[src/core/pisd_pkg.sv]
// Constants and types for the PLL input selection and programmable divider.
// Assumes a 32-bit APB slave and one 200 MHz system clock.
// Summary of operation
// - Synthesizer runs only while chip enable is high; otherwise disabled.
// - Divide selected VCO input, compare with reference, drive two error outputs.
// - The VCO pin not selected by the mode is pulled down.
// - Mode 00 off, 01 direct low band, 10 swallow high, 11 swallow low.
// - Mode register bit 3 holds the swallow counter least significant bit.
// - Mode register bit 2 always reads zero.
// - Every reset clears the mode; watchdog reset, chip enable and clock stop keep the flag.
// - Direct mode uses low-band pin, pulls high band down, programmable counter only.
// - Low-band swallow mode uses swallow and programmable counters.
// - Dual-modulus 32/33 prescaler, 5-bit swallow counter, 12-bit programmable counter.
// - Division values load through the data register from the bus buffer.
// - Unlock register bit 0 shows the lock-loss flip-flop.
// - Four-bit reference select field chooses the comparator reference.
// - High-band swallow mode uses high-band pin and pulls low band down.
// - Swallow flag is taken when the data register is written.
package pisd_pkg;
   // Register indices; the byte address is four times the index.
   localparam logic [7:0] IDX_MODE = 8'h10;
   localparam logic [7:0] IDX_REF = 8'h11;
   localparam logic [7:0] IDX_UNLOCK = 8'h12;
   localparam logic [7:0] IDX_STATUS = 8'h13;
   localparam logic [7:0] IDX_MASK = 8'h14;
   localparam logic [7:0] IDX_DATA = 8'h42;
   localparam logic [11:0] ADDR_MODE = {2'h0, IDX_MODE, 2'h0};
   localparam logic [11:0] ADDR_REF = {2'h0, IDX_REF, 2'h0};
   localparam logic [11:0] ADDR_UNLOCK = {2'h0, IDX_UNLOCK, 2'h0};
   localparam logic [11:0] ADDR_STATUS = {2'h0, IDX_STATUS, 2'h0};
   localparam logic [11:0] ADDR_MASK = {2'h0, IDX_MASK, 2'h0};
   localparam logic [11:0] ADDR_DATA = {2'h0, IDX_DATA, 2'h0};
   // Field positions.
   localparam int MODE_ZERO_BIT = 2;
   localparam int MODE_FLAG_BIT = 3;
   localparam int UNLOCK_BIT = 0;
   localparam int ST_LOSS = 0;
   localparam int ST_DIV = 1;
   // Values after reset.
   localparam logic FLAG_RST = 1'b0;
   localparam logic [3:0] REF_RST = 4'h0;
   localparam logic [1:0] MASK_RST = 2'h0;
   localparam logic [16:0] N_RST = 17'h00000;
   // Divider widths and prescaler terminal counts.
   localparam int SWAL_W = 5;
   localparam int PROG_W = 12;
   localparam logic [5:0] PRE_LAST_32 = 6'h1F;
   localparam logic [5:0] PRE_LAST_33 = 6'h20;
   // Division modes.
   typedef enum logic [1:0] {
      MODE_OFF = 2'b00,
      MODE_DIRECT = 2'b01,
      MODE_VHF = 2'b10,
      MODE_HF = 2'b11
   } pisd_mode_e;
endpackage

[src/core/pisd_divider.sv]
// Dual-modulus prescaler with swallow and programmable counters.
// Assumes one-cycle input ticks on the system clock.
`timescale 1ns/100ps
`default_nettype none
module pisd_divider (
   // Clock and reset.
   input wire logic clock,
   input wire logic reset,
   // Control.
   input wire logic run,
   input wire logic direct,
   input wire logic load,
   input wire logic tick,
   input wire logic [11:0] prog_value,
   input wire logic [4:0] swallow_value,
   // Divided output.
   output logic div_pulse
);
   logic [5:0] pre_cnt, next_pre_cnt;
   logic [4:0] swal_cnt, next_swal_cnt;
   logic [11:0] prog_cnt, next_prog_cnt;
   logic next_div_pulse;
   logic pre_end;

   ////////////////////////////////////////////////////////////////////////
   // Prescaler runs modulo 33 while swallows remain, else modulo 32.
   always_comb begin
      next_pre_cnt = pre_cnt;
      next_swal_cnt = swal_cnt;
      next_prog_cnt = prog_cnt;
      next_div_pulse = 1'b0;
      pre_end = (swal_cnt != 5'h00) ? (pre_cnt == pisd_pkg::PRE_LAST_33) :
                                      (pre_cnt == pisd_pkg::PRE_LAST_32);
      if (!run || load) begin
         next_pre_cnt = 6'h00;
         next_swal_cnt = swallow_value;
         next_prog_cnt = prog_value;
      end else if (tick && direct) begin
         // Direct mode counts input edges with the programmable counter alone.
         if (prog_cnt <= 12'h001) begin
            next_div_pulse = 1'b1;
            next_prog_cnt = prog_value;
         end else begin
            next_prog_cnt = prog_cnt - 12'h001;
         end
      end else if (tick) begin
         if (pre_end) begin
            next_pre_cnt = 6'h00;
            if (prog_cnt <= 12'h001) begin
               next_div_pulse = 1'b1;
               next_prog_cnt = prog_value;
               next_swal_cnt = swallow_value;
            end else begin
               next_prog_cnt = prog_cnt - 12'h001;
               if (swal_cnt != 5'h00) begin
                  next_swal_cnt = swal_cnt - 5'h01;
               end
            end
         end else begin
            next_pre_cnt = pre_cnt + 6'h01;
         end
      end
   end

   // Counter registers.
   always_ff @(posedge clock) begin
      if (reset) begin
         pre_cnt <= 6'h00;
         swal_cnt <= 5'h00;
         prog_cnt <= 12'h000;
         div_pulse <= 1'b0;
      end else begin
         pre_cnt <= next_pre_cnt;
         swal_cnt <= next_swal_cnt;
         prog_cnt <= next_prog_cnt;
         div_pulse <= next_div_pulse;
      end
   end
endmodule // pisd_divider
`default_nettype wire

[src/core/pisd_pll_input_select.sv]
// Input selection, mode registers, divider control and phase comparator.
// Assumes APB master on CLOCK, VCO and chip enable pins asynchronous,
// and a one-cycle reference pulse from the reference divider on CLOCK.
//
// Register access over APB was decided locally.
`timescale 1ns/100ps
`default_nettype none
module pisd_pll_input_select (
   // Clock and resets.
   input wire logic CLOCK,
   input wire logic RESET,
   input wire logic WATCHDOG_STACK_RESET,
   input wire logic CLOCK_STOP,
   // Chip enable pin.
   input wire logic CHIP_ENABLE,
   // APB slave.
   input wire logic PSEL,
   input wire logic PENABLE,
   input wire logic PWRITE,
   input wire logic [11:0] PADDR,
   input wire logic [31:0] PWDATA,
   output logic [31:0] PRDATA,
   output logic PREADY,
   output logic PSLVERR,
   // VCO pins and their pull-downs.
   input wire logic VCO_HIGH_BAND_IN,
   input wire logic VCO_LOW_BAND_IN,
   output logic VCO_HIGH_PULLDOWN,
   output logic VCO_LOW_PULLDOWN,
   // Reference divider.
   input wire logic REF_PULSE,
   output logic [3:0] REF_SELECT,
   // Phase error outputs.
   output logic PHASE_ERR_OUT_A,
   output logic PHASE_ERR_OUT_B,
   output logic PHASE_ERR_OE,
   // Interrupt.
   output logic IRQ
);
   logic ce_meta, ce_sync, vh_meta, vh_sync, vh_prev, vl_meta, vl_sync, vl_prev;
   pisd_pkg::pisd_mode_e div_mode, next_div_mode;
   logic swallow_lsb_flag, next_swallow_lsb_flag;
   logic [3:0] ref_sel, next_ref_sel;
   logic [16:0] n_value, next_n_value;
   logic [1:0] mask, next_mask, status, next_status;
   logic lock_loss_flag, next_lock_loss_flag;
   logic [31:0] next_prdata;
   logic load, next_load;
   logic up, next_up, dn, next_dn;
   logic setup, access, wr, rd, hit_any;
   logic hit_mode, hit_ref, hit_unlock, hit_status, hit_mask, hit_data;
   logic run, direct, tick, div_pulse, loss_evt;

   ////////////////////////////////////////////////////////////////////////
   // Two-flop synchronisers for the asynchronous pins.
   always_ff @(posedge CLOCK) begin
      if (RESET) begin
         ce_meta <= 1'b0;
         ce_sync <= 1'b0;
         vh_meta <= 1'b0;
         vh_sync <= 1'b0;
         vh_prev <= 1'b0;
         vl_meta <= 1'b0;
         vl_sync <= 1'b0;
         vl_prev <= 1'b0;
      end else begin
         ce_meta <= CHIP_ENABLE;
         ce_sync <= ce_meta;
         vh_meta <= VCO_HIGH_BAND_IN;
         vh_sync <= vh_meta;
         vh_prev <= vh_sync;
         vl_meta <= VCO_LOW_BAND_IN;
         vl_sync <= vl_meta;
         vl_prev <= vl_sync;
      end
   end

   ////////////////////////////////////////////////////////////////////////
   // APB decode; the slave answers without wait states.
   assign setup = PSEL && !PENABLE;
   assign access = PSEL && PENABLE;
   assign wr = access && PWRITE;
   assign rd = access && !PWRITE;
   assign hit_mode = PADDR == pisd_pkg::ADDR_MODE;
   assign hit_ref = PADDR == pisd_pkg::ADDR_REF;
   assign hit_unlock = PADDR == pisd_pkg::ADDR_UNLOCK;
   assign hit_status = PADDR == pisd_pkg::ADDR_STATUS;
   assign hit_mask = PADDR == pisd_pkg::ADDR_MASK;
   assign hit_data = PADDR == pisd_pkg::ADDR_DATA;
   assign hit_any = hit_mode | hit_ref | hit_unlock | hit_status | hit_mask | hit_data;
   assign PREADY = 1'b1;
   assign PSLVERR = access && !hit_any;

   // Register file next values, read data captured in the setup cycle.
   always_comb begin
      next_div_mode = div_mode;
      next_swallow_lsb_flag = swallow_lsb_flag;
      next_ref_sel = ref_sel;
      next_n_value = n_value;
      next_mask = mask;
      next_load = 1'b0;
      next_prdata = PRDATA;
      if (wr && hit_mode) begin
         next_div_mode = pisd_pkg::pisd_mode_e'(PWDATA[1:0]);
         next_swallow_lsb_flag = PWDATA[pisd_pkg::MODE_FLAG_BIT];
         next_load = 1'b1;
      end
      if (wr && hit_ref) begin
         next_ref_sel = PWDATA[3:0];
      end
      if (wr && hit_mask) begin
         next_mask = PWDATA[1:0];
      end
      if (wr && hit_data) begin
         next_n_value = {PWDATA[15:0], swallow_lsb_flag};
         next_load = 1'b1;
      end
      if (WATCHDOG_STACK_RESET || CLOCK_STOP || !ce_sync) begin
         next_div_mode = pisd_pkg::MODE_OFF;
      end
      // Read clears the sticky bits, but a new event in that cycle wins.
      next_status = status;
      next_lock_loss_flag = lock_loss_flag;
      if (rd && hit_status) begin
         next_status = 2'h0;
      end
      if (rd && hit_unlock) begin
         next_lock_loss_flag = 1'b0;
      end
      if (loss_evt) begin
         next_status[pisd_pkg::ST_LOSS] = 1'b1;
         next_lock_loss_flag = 1'b1;
      end
      if (div_pulse) begin
         next_status[pisd_pkg::ST_DIV] = 1'b1;
      end
      if (setup) begin
         next_prdata = 32'h00000000;
         unique case (1'b1)
            hit_mode: begin
               next_prdata[pisd_pkg::MODE_FLAG_BIT] = swallow_lsb_flag;
               next_prdata[pisd_pkg::MODE_ZERO_BIT] = 1'b0;
               next_prdata[1:0] = div_mode;
            end
            hit_ref: next_prdata[3:0] = ref_sel;
            hit_unlock: next_prdata[pisd_pkg::UNLOCK_BIT] = lock_loss_flag;
            hit_status: next_prdata[1:0] = status;
            hit_mask: next_prdata[1:0] = mask;
            hit_data: next_prdata[15:0] = n_value[16:1];
            default: next_prdata = 32'h00000000;
         endcase
      end
   end

   // Register file storage.
   always_ff @(posedge CLOCK) begin
      if (RESET) begin
         div_mode <= pisd_pkg::MODE_OFF;
         swallow_lsb_flag <= pisd_pkg::FLAG_RST;
         ref_sel <= pisd_pkg::REF_RST;
         n_value <= pisd_pkg::N_RST;
         mask <= pisd_pkg::MASK_RST;
         status <= 2'h0;
         lock_loss_flag <= 1'b0;
         PRDATA <= 32'h00000000;
         load <= 1'b0;
      end else begin
         div_mode <= next_div_mode;
         swallow_lsb_flag <= next_swallow_lsb_flag;
         ref_sel <= next_ref_sel;
         n_value <= next_n_value;
         mask <= next_mask;
         status <= next_status;
         lock_loss_flag <= next_lock_loss_flag;
         PRDATA <= next_prdata;
         load <= next_load;
      end
   end

   ////////////////////////////////////////////////////////////////////////
   // Input selection: the unused pin is pulled down.
   assign run = ce_sync && (div_mode != pisd_pkg::MODE_OFF);
   assign direct = div_mode == pisd_pkg::MODE_DIRECT;
   assign VCO_HIGH_PULLDOWN = div_mode != pisd_pkg::MODE_VHF;
   assign VCO_LOW_PULLDOWN = (div_mode == pisd_pkg::MODE_VHF) ||
                             (div_mode == pisd_pkg::MODE_OFF);
   assign REF_SELECT = ref_sel;

   // Rising edge of the selected VCO input.
   always_comb begin
      unique case (div_mode)
         pisd_pkg::MODE_VHF: tick = vh_sync && !vh_prev;
         pisd_pkg::MODE_DIRECT, pisd_pkg::MODE_HF: tick = vl_sync && !vl_prev;
         pisd_pkg::MODE_OFF: tick = 1'b0;
      endcase
   end

   // Programmable divider; both counters take the high 12 and low 5 bits.
   pisd_divider u_divider (
      .clock(CLOCK),
      .reset(RESET),
      .run(run),
      .direct(direct),
      .load(load),
      .tick(tick),
      .prog_value(n_value[16:5]),
      .swallow_value(n_value[4:0]),
      .div_pulse(div_pulse)
   );

   ////////////////////////////////////////////////////////////////////////
   // Phase comparator: reference leads raise A, divided leads raise B.
   always_comb begin
      next_up = up || REF_PULSE;
      next_dn = dn || div_pulse;
      loss_evt = run && ((REF_PULSE && up) || (div_pulse && dn));
      if (next_up && next_dn) begin
         next_up = 1'b0;
         next_dn = 1'b0;
      end
      if (!run) begin
         next_up = 1'b0;
         next_dn = 1'b0;
      end
   end

   // Phase comparator state.
   always_ff @(posedge CLOCK) begin
      if (RESET) begin
         up <= 1'b0;
         dn <= 1'b0;
      end else begin
         up <= next_up;
         dn <= next_dn;
      end
   end

   assign PHASE_ERR_OUT_A = up;
   assign PHASE_ERR_OUT_B = dn;
   assign PHASE_ERR_OE = run;
   assign IRQ = |(status & mask);
endmodule // pisd_pll_input_select
`default_nettype wire

[config.mk]
export PLATFORM = sky130hd
export DESIGN_NAME = pisd_pll_input_select
export DESIGN_NICKNAME = d
export VERILOG_FILES = /design/src/core/pisd_pkg.sv /design/src/core/pisd_divider.sv /design/src/core/pisd_pll_input_select.sv
export SDC_FILE = /design/constraint.sdc
export NUM_CORES = 1
export LEC_CHECK = 0
export ABC_AREA = 1
export BUFFER_PORTS_ARGS = -buffer_cell sky130_fd_sc_hd__buf_2
export CORE_ASPECT_RATIO = 1.4
export CORE_UTILIZATION = 45
export DETAILED_ROUTE_END_ITERATION = 8
export GPL_ROUTABILITY_DRIVEN = 0
export HOLD_SLACK_MARGIN = 0.05
export PLACE_DENSITY_LB_ADDON = 0.1
export SYNTH_ARGS = -nofsm -noshare
export SYNTH_HDL_FRONTEND = slang
export SYNTH_SLANG_ARGS = --single-unit
[constraint.sdc]
create_clock -name CLOCK -period 1.65 [get_ports CLOCK]
set_clock_uncertainty 0.1 [all_clocks]
set_input_delay 0.33 -clock CLOCK [delete_from_list [all_inputs] [get_ports CLOCK]]
set_output_delay 0.33 -clock CLOCK [all_outputs]
set_load 0.01 [all_outputs]
---- Word-level counts from Yosys, hierarchy flattened ----
Index checks and enable logic that the tools add are counted.
cells by class
  muxes and demuxes ....................... 29
  reduce and logical (&&, ||, !) cells .... 52
  $lt $le $gt $ge ......................... 1
  equal/unequal tests ..................... 13
  bitwise logic cells ..................... 8
  add/subtract/negate cells ............... 3
operators with widths
  operator                                                         count
  2-to-1 mux 12 bit                                                6
  == test 12 x 7 -> 1 bit, second input constant                   5
  2-to-1 mux 5 bit                                                 6
  logical AND 1 bit                                                19
  == test 12 x 9 -> 1 bit, second input constant                   1
  less-or-equal comparator 12 x 1 -> 1 bit, second input constant  1
  nonzero test 2 bit                                               6
  subtractor 12 x 1 -> 12 bit, second input constant               1
  2-to-1 mux 1 bit                                                 11
  nonzero test 3 bit                                               3
  OR reduction 2 bit                                               4
  logical NOT 1 bit                                                7
  logical OR 1 bit                                                 7
  adder 6 x 1 -> 6 bit, second input constant                      1
  == test 6 x 5 -> 1 bit, second input constant                    1
  == test 6 bit, second input constant                             1
  2-to-1 mux 6 bit                                                 1
  case mux 1 bit (6 select lines)                                  1
  case mux 2 bit (3 select lines)                                  1
  bitwise OR 1 bit                                                 5
  case mux 1 bit (5 select lines)                                  1
  nonzero test 5 bit                                               1
  subtractor 5 x 1 -> 5 bit, second input constant                 1
  == test 2 bit, second input constant                             2
  other kinds (11)                                                 13
storage, ports and cells
  bits of input ports ..................... 55
  register bits ........................... 80
  output and inout port bits .............. 44
  logic and storage cells ................. 130

---- Longest topological paths before layout ----
Gate-level depths: netlist of the first run.
  word-level depth ........................ 8
  gate-level depth with buffers ........... 12
  gate-level depth less buffers ........... 11

---- Cells and area by module ----
A second synthesis of the first run with hierarchy kept.
second synthesis, totals
  cells, all modules ...................... 647
  area total of the unflattened synthesis .. 4241.6 um^2
modules (own cells, without submodules)
  module                 cells each  instances  sequential area each (um^2)  area an instance (um^2)
  pisd_pll_input_select  384         1          1121.1                       2597.5
  pisd_divider           263         1          480.5                        1644.1

---- Least setup slack after synthesis of the first run ----
Ideal clock, no wire load.
  kind .................................... register to register
  start point ............................. reg u_divider.prog_cnt[0]
  end point ............................... reg u_divider.swal_cnt[2]
  setup time .............................. 0.114 ns
  path buffers ............................ 1
  path slack .............................. 0.055 ns
  arrival ................................. 1.381 ns
  cell stages (with the launch flop) ...... 12
  required time ........................... 1.436 ns
  period minus slack after synthesis ...... 1.595 ns
  path through ............................ dfxtp_1 > inv_1 > ha_1 > nor2_1 > nor2_1 > nand2_2 > nand2_4 > buf_6 > nand2_1 > o21ai_1 > nor2_1 > nor2_1
on the way
  word-level cells in the longest chain between the ends .. 6
  elaborated cells between the ends (all ways) .. 8
  classes of those cells .................. order compare: 1; mux: 5; reduce/logical: 2
RTL lines
  item                                          RTL line            text
  start, declared                               pisd_divider.sv:21  logic [11:0] prog_cnt, next_prog_cnt;
  start signal, assigned                        pisd_divider.sv:75  prog_cnt <= next_prog_cnt;
  less-or-equal comparator 12 x 1 -> 1 bit (*)  pisd_divider.sv:49  if (prog_cnt <= 12'h001) begin
  2-to-1 mux 5 bit                              pisd_divider.sv:49
  2-to-1 mux 5 bit                              pisd_divider.sv:47  if (pre_end) begin
  2-to-1 mux 5 bit                              pisd_divider.sv:46  end else if (tick) begin
  2-to-1 mux 5 bit                              pisd_divider.sv:38  end else if (tick && direct) begin
  2-to-1 mux 5 bit                              pisd_divider.sv:34  if (!run || load) begin
  end signal, assigned                          pisd_divider.sv:74  swal_cnt <= next_swal_cnt;
  end, declared                                 pisd_divider.sv:20  logic [4:0] swal_cnt, next_swal_cnt;
Mark *: on every way between the ends. The rest lies on a longest branch, timed or not. The select of a mux whose other input is x is not followed.
A chain may end at the register's enable or synchronous reset.

---- Final worst setup path of the first run ----
  start point ............................. in PADDR[0]
  end point ............................... out PSLVERR
on the way
  word-level cells in the longest chain between the ends .. 8
  elaborated cells between the ends (all ways) .. 13
  classes of those cells .................. eq/ne: 6; bitwise: 5; reduce/logical: 2
RTL lines
  item                                               RTL line                                                  text
  start, declared                                    pisd_pll_input_select.sv:20                               input wire logic [11:0] PADDR,
  == test 12 x 7 -> 1 bit, on equally long branches  pisd_pll_input_select.sv:84, pisd_pll_input_select.sv:85
  bitwise OR 1 bit (4 in a row)                      pisd_pll_input_select.sv:90                               assign hit_any = hit_mode | hit_ref | hit_unlock | hit_status | hit_mask | hit_data;
  bitwise OR 1 bit (*)                               pisd_pll_input_select.sv:90
  logical NOT 1 bit (*)                              pisd_pll_input_select.sv:92                               assign PSLVERR = access && !hit_any;
  logical AND 1 bit (*)                              pisd_pll_input_select.sv:92
  end, declared                                      pisd_pll_input_select.sv:24                               output logic PSLVERR,
Mark *: on every way between the ends. The rest lies on a longest branch, timed or not.

==> results.py, run 1 <==
metrics = {
    "layout": {
        "nets": 775,
        "final_cell_mix": "91 x nand2_1, 71 x dfxtp_1, 66 x nor2_1",
        "layout-drive-gt1-share_pct": 33.1,
        "seq_area_um2": 1620,
        "layout_commonest_cell": "nand2_1",
        "final_area_um2": 5660,
        "antennaDiodeCount": 0,
        "multiInputGateArea_um2": 2320,
        "fillers": 773,
        "syn_to_final_growth_pct": 36.7,
    },
    "power_and_ir_drop": {
        "peakVddDrop_mv": 0.503,
        "power_leakage_nw": 2.53,
        "total_power_mw": 4.29,
        "power-per-cell-area_nw_per_um2": 757,
    },
    "logic_synthesis": {
        "synth.area.top_cells": "dfxtp_1 39%, nand2_1 9.2%, nor2_1 7.2%",
        "yosysUniqueCellTypes": 36,
        "synth_edf_count": 0,
        "ys_seq_area_share_pct": 38.6,
        "syn_inst": 597,
        "ys_seq_elements": 80,
        "yosysWarnings": 0,
        "synth.largest_area_cell": "dfxtp_1",
        "avgSynthCellArea_um2": 6.94,
        "synth_top_area_share_pct": 38.6,
        "ys_dominant_reg_cell": "dfxtp_1",
        "ys_async_sr_fraction_pct": 0,
        "synth_area_um2": 4140,
    },
    "place": {
        "placedInstanceArea_um2": 4760,
        "dpl.hpwl_um": 7870,
        "post-place-ws_ns": -0.219,
        "port_buffers": 65,
    },
    "outcome": {
        "status": "finished with violations",
        "violations": "setup timing",
    },
    "timing": {
        "hold_viol": 0,
        "fin_ws_ns": -0.0191,
        "fmax_ghz": 0.599,
        "period_needed_ns": 1.67,
        "holdWs_ns": 0.0817,
        "slew_viol_final": 0,
        "period_share_pct": 101,
        "rsz0062_at_grt": "yes",
        "setup_viol": 1,
    },
    "setup_path": {
        "crit_required_ns": 1.22,
        "r2r_start": "u_divider.prog_cnt[0]",
        "reg2reg_depth": 10,
        "reg2reg_to": "u_divider.prog_cnt[10]",
        "crit_path_start_kind": "primary input",
        "end_kind": "output port",
        "worst-setup-path-type": "primary input to output port",
        "critPathMaxFanout": 4,
        "r2r_setup_slack_ns": 0.01,
        "arrival_ns": 1.24,
    },
    "cts": {
        "cts.sinks": 80,
        "cts.clk_slew.worst_paths_ns": 0.06,
        "cts_buffers": 9,
        "h-tree-depth": 3,
        "clkLatencyLatePin_ns": 0.34,
        "root_buffer": "clkbuf_16",
        "cts_buffer_depth": 2,
        "ctsHoldBuffers": 0,
        "cts_tree": "done",
    },
    "floorplanning": {
        "ioPinCount": 99,
        "die_area_um2": 9600,
        "rows": 41,
        "die_width_um": 83.1,
        "coreArea_um2": 8980,
        "start_util_pct": 46.2,
        "die_h_um": 116,
    },
    "job": {
        "max-cap-violations": 0,
    },
    "hold_path": {
        "hp-start": "CHIP_ENABLE",
        "hold_path_class": "primary input to flip-flop",
        "holdPathStages": 3,
        "holdPathEnd": "ce_meta",
    },
    "routing": {
        "wirelength_um": 11400,
        "drt-pass1-iter-count": 4,
        "route.vias.total": 4157,
        "avgViaCountPerCell": 5.03,
        "drcViolationCount": 0,
        "drt_iter0_drc": 241,
        "ant_nets": 0,
        "wl_per_cell_um": 13.8,
    },
    "global_route": {
        "grt_use_met1_pct": 24.0,
        "grt_pass1_vias": 4005,
        "grt_pass1_wl_um": 17400,
        "met2_usage_pct": 42.8,
        "grt_max_degree": 29,
        "antenna_found_initial": 0,
        "grt_util_met3_pct": 3.77,
        "grt_busiest_layer": "met2",
        "grt_overflow": 0,
        "grt_usage_pct": 22.8,
    },
}
[registers in the layout (all words and copies together) (netlist names), 2 cells and up]
signal / count
status: 2
n_value: 17
u_divider.prog_cnt: 12
u_divider.swal_cnt: 5
div_mode: 2
u_divider.pre_cnt: 6
mask: 2
PRDATA: 16
REF_SELECT: 4
[cells in the mapped netlist (2+ instances only)]
cell type	n
nand3_1	52
conb_1	2
inv_1	69
nor2_2	8
nand3_2	4
a21oi_2	2
xor2_1	7
buf_4	18
nor4_1	3
a21oi_1	55
o21ai_2	2
clkbuf_1	9
dfxtp_1	80
xnor2_1	7
o21ai_1	32
inv_2	10
nand2_1	102
ha_1	5
buf_6	7
nor3_1	3
nor2_4	2
nand2_2	5
nor2_1	79
o2111ai_1	2
o21ai_0	21
[metrics by stage]
stage	instances	util, %	setup TNS [ns]
after CTS	817	58.2	-0.0269
after global placement	791	53.0	-0.837
final	827	63.1	-0.0191
after floorplan	612	-	0
after global routing	827	63.1	-0.909
after detailed placement	791	53.0	-1.68
[logic make-up after synthesis]
family / Yosys count / synth area share, %
AND/OR/NAND/NOR: 265 / 28.5
AO/OA/AOI/OAI: 117 / 14.9
buffers and inverters: 114 / 13.3
flip-flops: 80 / 38.6
XOR/XNOR: 14 / 2.96
adder cells (fa/ha/maj): 5 / 1.51
other: 2 / 0.181
[power by group]
| part | switching (mW) | internal, mW |
|---|---|---|
| clock network | 0.831 | 1.26 |
| logic | 0.151 | 0.0981 |
| registers | 0.00456 | 1.94 |
[repair_timing]
item	in CTS	in global routing
setup endpoints to repair	22	41
cloned	0	5
setup buffers	10	5
pin swaps	9	35
gates resized for setup	22	79
[worst max path at each step]
stage / startpoint / endpoint / slack [ns]
after global routing: u_divider.prog_cnt[3] / u_divider.prog_cnt[0] / -0.1
after CTS: PADDR[4] / PSLVERR / -0.03
final: PADDR[0] / PSLVERR / -0.02
after floorplan: u_divider.prog_cnt[0] / u_divider.swal_cnt[2] / 0.06
after detailed placement: PADDR[11] / PRDATA[0] / -0.22
after global placement: PADDR[11] / PRDATA[0] / -0.20
[final cells by class]
type / count / share of cell area, %
Clock inverter: 5 / 1.13
Timing Repair Buffer: 126 / 16.9
Inverter: 80 / 5.57
Sequential cell: 80 / 28.6
Clock buffer: 11 / 4.46
Multi-Input combinational cell: 418 / 41.0
Tap cell: 107 / 2.36
[worst max-delay path: stages]
cell	delay, ns
buf_6	0.09
nor2_4	0.14
nand3_2	0.12
nor3_4	0.20
nand2_1	0.08
nand3_2	0.09
nor4_2	0.04
buf_2	0.13
[layer usage]
layer	routed length (um)	up-vias
met5	0	-
met4	336	0
met3	290	27
met2	6160	92
met1	4600	1925
li1	-	2113
No activity file was read; power rests on OpenSTA's default activity.
==> run 2: changes to the inputs <==
- MAX_ROUTING_LAYER: not set -> met4
==> run 2 against run 1 <==
Net effect:
- the run still ends with setup timing left
- fmax barely moved
- worst setup slack worse by 0.00070 ns
- routed wire length is 0.58% lower
- die area unchanged
==> results.py, run 2 (synthesized netlist as in run 1, its figures left out) <==
metrics = {
    "layout": {
        "nets": 775,
        "layout_commonest_cell": "nand2_1",
        "final_cell_mix": "91 x nand2_1, 72 x dfxtp_1, 66 x nor2_1",
        "regMostFlops": "n_value",
        "layout-drive-gt1-share_pct": 32.9,
        "reg_top3": "n_value (17), PRDATA (16), u_divider.prog_cnt (12)",
        "antennaDiodeCount": 0,
        "final_area_um2": 5660,
        "largest_reg_flops": 17,
        "syn_to_final_growth_pct": 36.6,
    },
    "timing": {
        "setup_viol": 1,
        "period_share_pct": 101,
        "fin_ws_ns": -0.0198,
        "hold_viol": 0,
        "holdWs_ns": 0.0821,
        "period_needed_ns": 1.67,
        "fmax_ghz": 0.599,
        "rsz0062_at_grt": "yes",
        "slew_viol_final": 0,
    },
    "floorplanning": {
        "die_width_um": 83.1,
        "die_area_um2": 9600,
        "start_util_pct": 46.2,
        "coreArea_um2": 8980,
        "rows": 41,
        "ioPinCount": 99,
        "die_h_um": 116,
    },
    "cts": {
        "root_buffer": "clkbuf_16",
        "cts_buffers": 9,
        "cts_buffer_depth": 2,
        "cts_tree": "done",
        "ctsHoldBuffers": 0,
        "h-tree-depth": 3,
        "cts.clk_slew.worst_paths_ns": 0.06,
        "clkLatencyLatePin_ns": 0.34,
        "cts.sinks": 80,
    },
    "outcome": {
        "violations": "setup timing",
        "status": "finished with violations",
    },
    "routing": {
        "drt_iter0_drc": 227,
        "wirelength_um": 11300,
        "wl_per_cell_um": 13.7,
        "drt-pass1-iter-count": 4,
        "route.vias.total": 4143,
        "avgViaCountPerCell": 5.01,
        "ant_nets": 0,
        "drcViolationCount": 0,
    },
    "global_route": {
        "grt_max_degree": 29,
        "grt_pass1_wl_um": 17400,
        "grt_pass1_vias": 4005,
        "grt_usage_pct": 23.6,
        "antenna_found_initial": 0,
        "grt_overflow": 0,
    },
    "power_and_ir_drop": {
        "power_leakage_nw": 2.53,
        "power-per-cell-area_nw_per_um2": 758,
        "peakVddDrop_mv": 0.506,
    },
    "hold_path": {
        "hold_path_class": "primary input to flip-flop",
    },
    "job": {
        "max-cap-violations": 0,
    },
    "setup_path": {
        "end_kind": "output port",
        "worst-setup-path-type": "primary input to output port",
        "crit_required_ns": 1.22,
        "critPathMaxFanout": 4,
        "arrival_ns": 1.24,
        "crit_path_start_kind": "primary input",
    },
    "place": {
        "placedInstanceArea_um2": 4760,
        "port_buffers": 65,
        "dpl.hpwl_um": 7870,
    },
}
run 2: cell counts in the layout (fill, tap and decap cells not counted):
No cell type changed its count.
run 2: per-stage QoR:
step                      setup TNS, ns  power [mW]  std cells  util [%]  setup WS [ns]
after global routing             -0.882        4.43        827      63.1        -0.0961
after CTS                       -0.0269        4.30        817      58.2        -0.0269
after global placement           -0.837        2.20        791      53.0         -0.203
after detailed placement          -1.68        2.20        791      53.0         -0.219
after floorplan                       0        2.13        612         -         0.0550
final                           -0.0198        4.29        827      63.1        -0.0198
run 2: path summary, 6_finish.rpt:
kind	startpoint	to	slack, ns	cells past startpoint
max	PADDR[0]	PSLVERR	-0.02	8
min	CHIP_ENABLE	ce_meta	0.08	3
max reg2reg	u_divider.prog_cnt[0]	u_divider.prog_cnt[10]	0.02	10
min reg2reg	vh_meta	vh_sync	0.31	2
run 2: layer usage:
layer | share of wire [%] | up-vias | global-route usage, %
met5 | 0 | - | -
met2 | 54 | 93 | 42.8
met4 | 2.9 | 0 | 13.6
met1 | 40 | 1909 | 24.1
met3 | 2.7 | 26 | 3.77
li1 | - | 2115 | -
run 2: layout make-up:
class	count	area, um^2
inverters	80	315
multi-input cells	418	2320
clock inverters	5	63.8
repair buffers	126	957
flip-flops and latches	80	1620
well taps	107	134
clock buffers	11	253
fillers	773	3320
run 2: critical path: stages:
cell	delay (ns)
buf_6	0.09
nor2_4	0.14
nand3_2	0.12
nor3_4	0.20
nand2_1	0.08
nand3_2	0.09
nor4_2	0.04
buf_2	0.13
run 2: timing repair:
item / 4_1_cts / 5_1_grt
gates resized for setup: 22 / 78
pin swaps: 9 / 35
setup buffers: 10 / 5
endpoints found under the setup margin: 22 / 41
cloned: 0 / 5
run 2: report_power, final:
part | internal [mW] | switching (mW) | total [mW]
Combinational | 0.0981 | 0.151 | 0.249
Clock | 1.26 | 0.832 | 2.10
Sequential | 1.94 | 0.00455 | 1.94
Total | 3.30 | 0.987 | 4.29
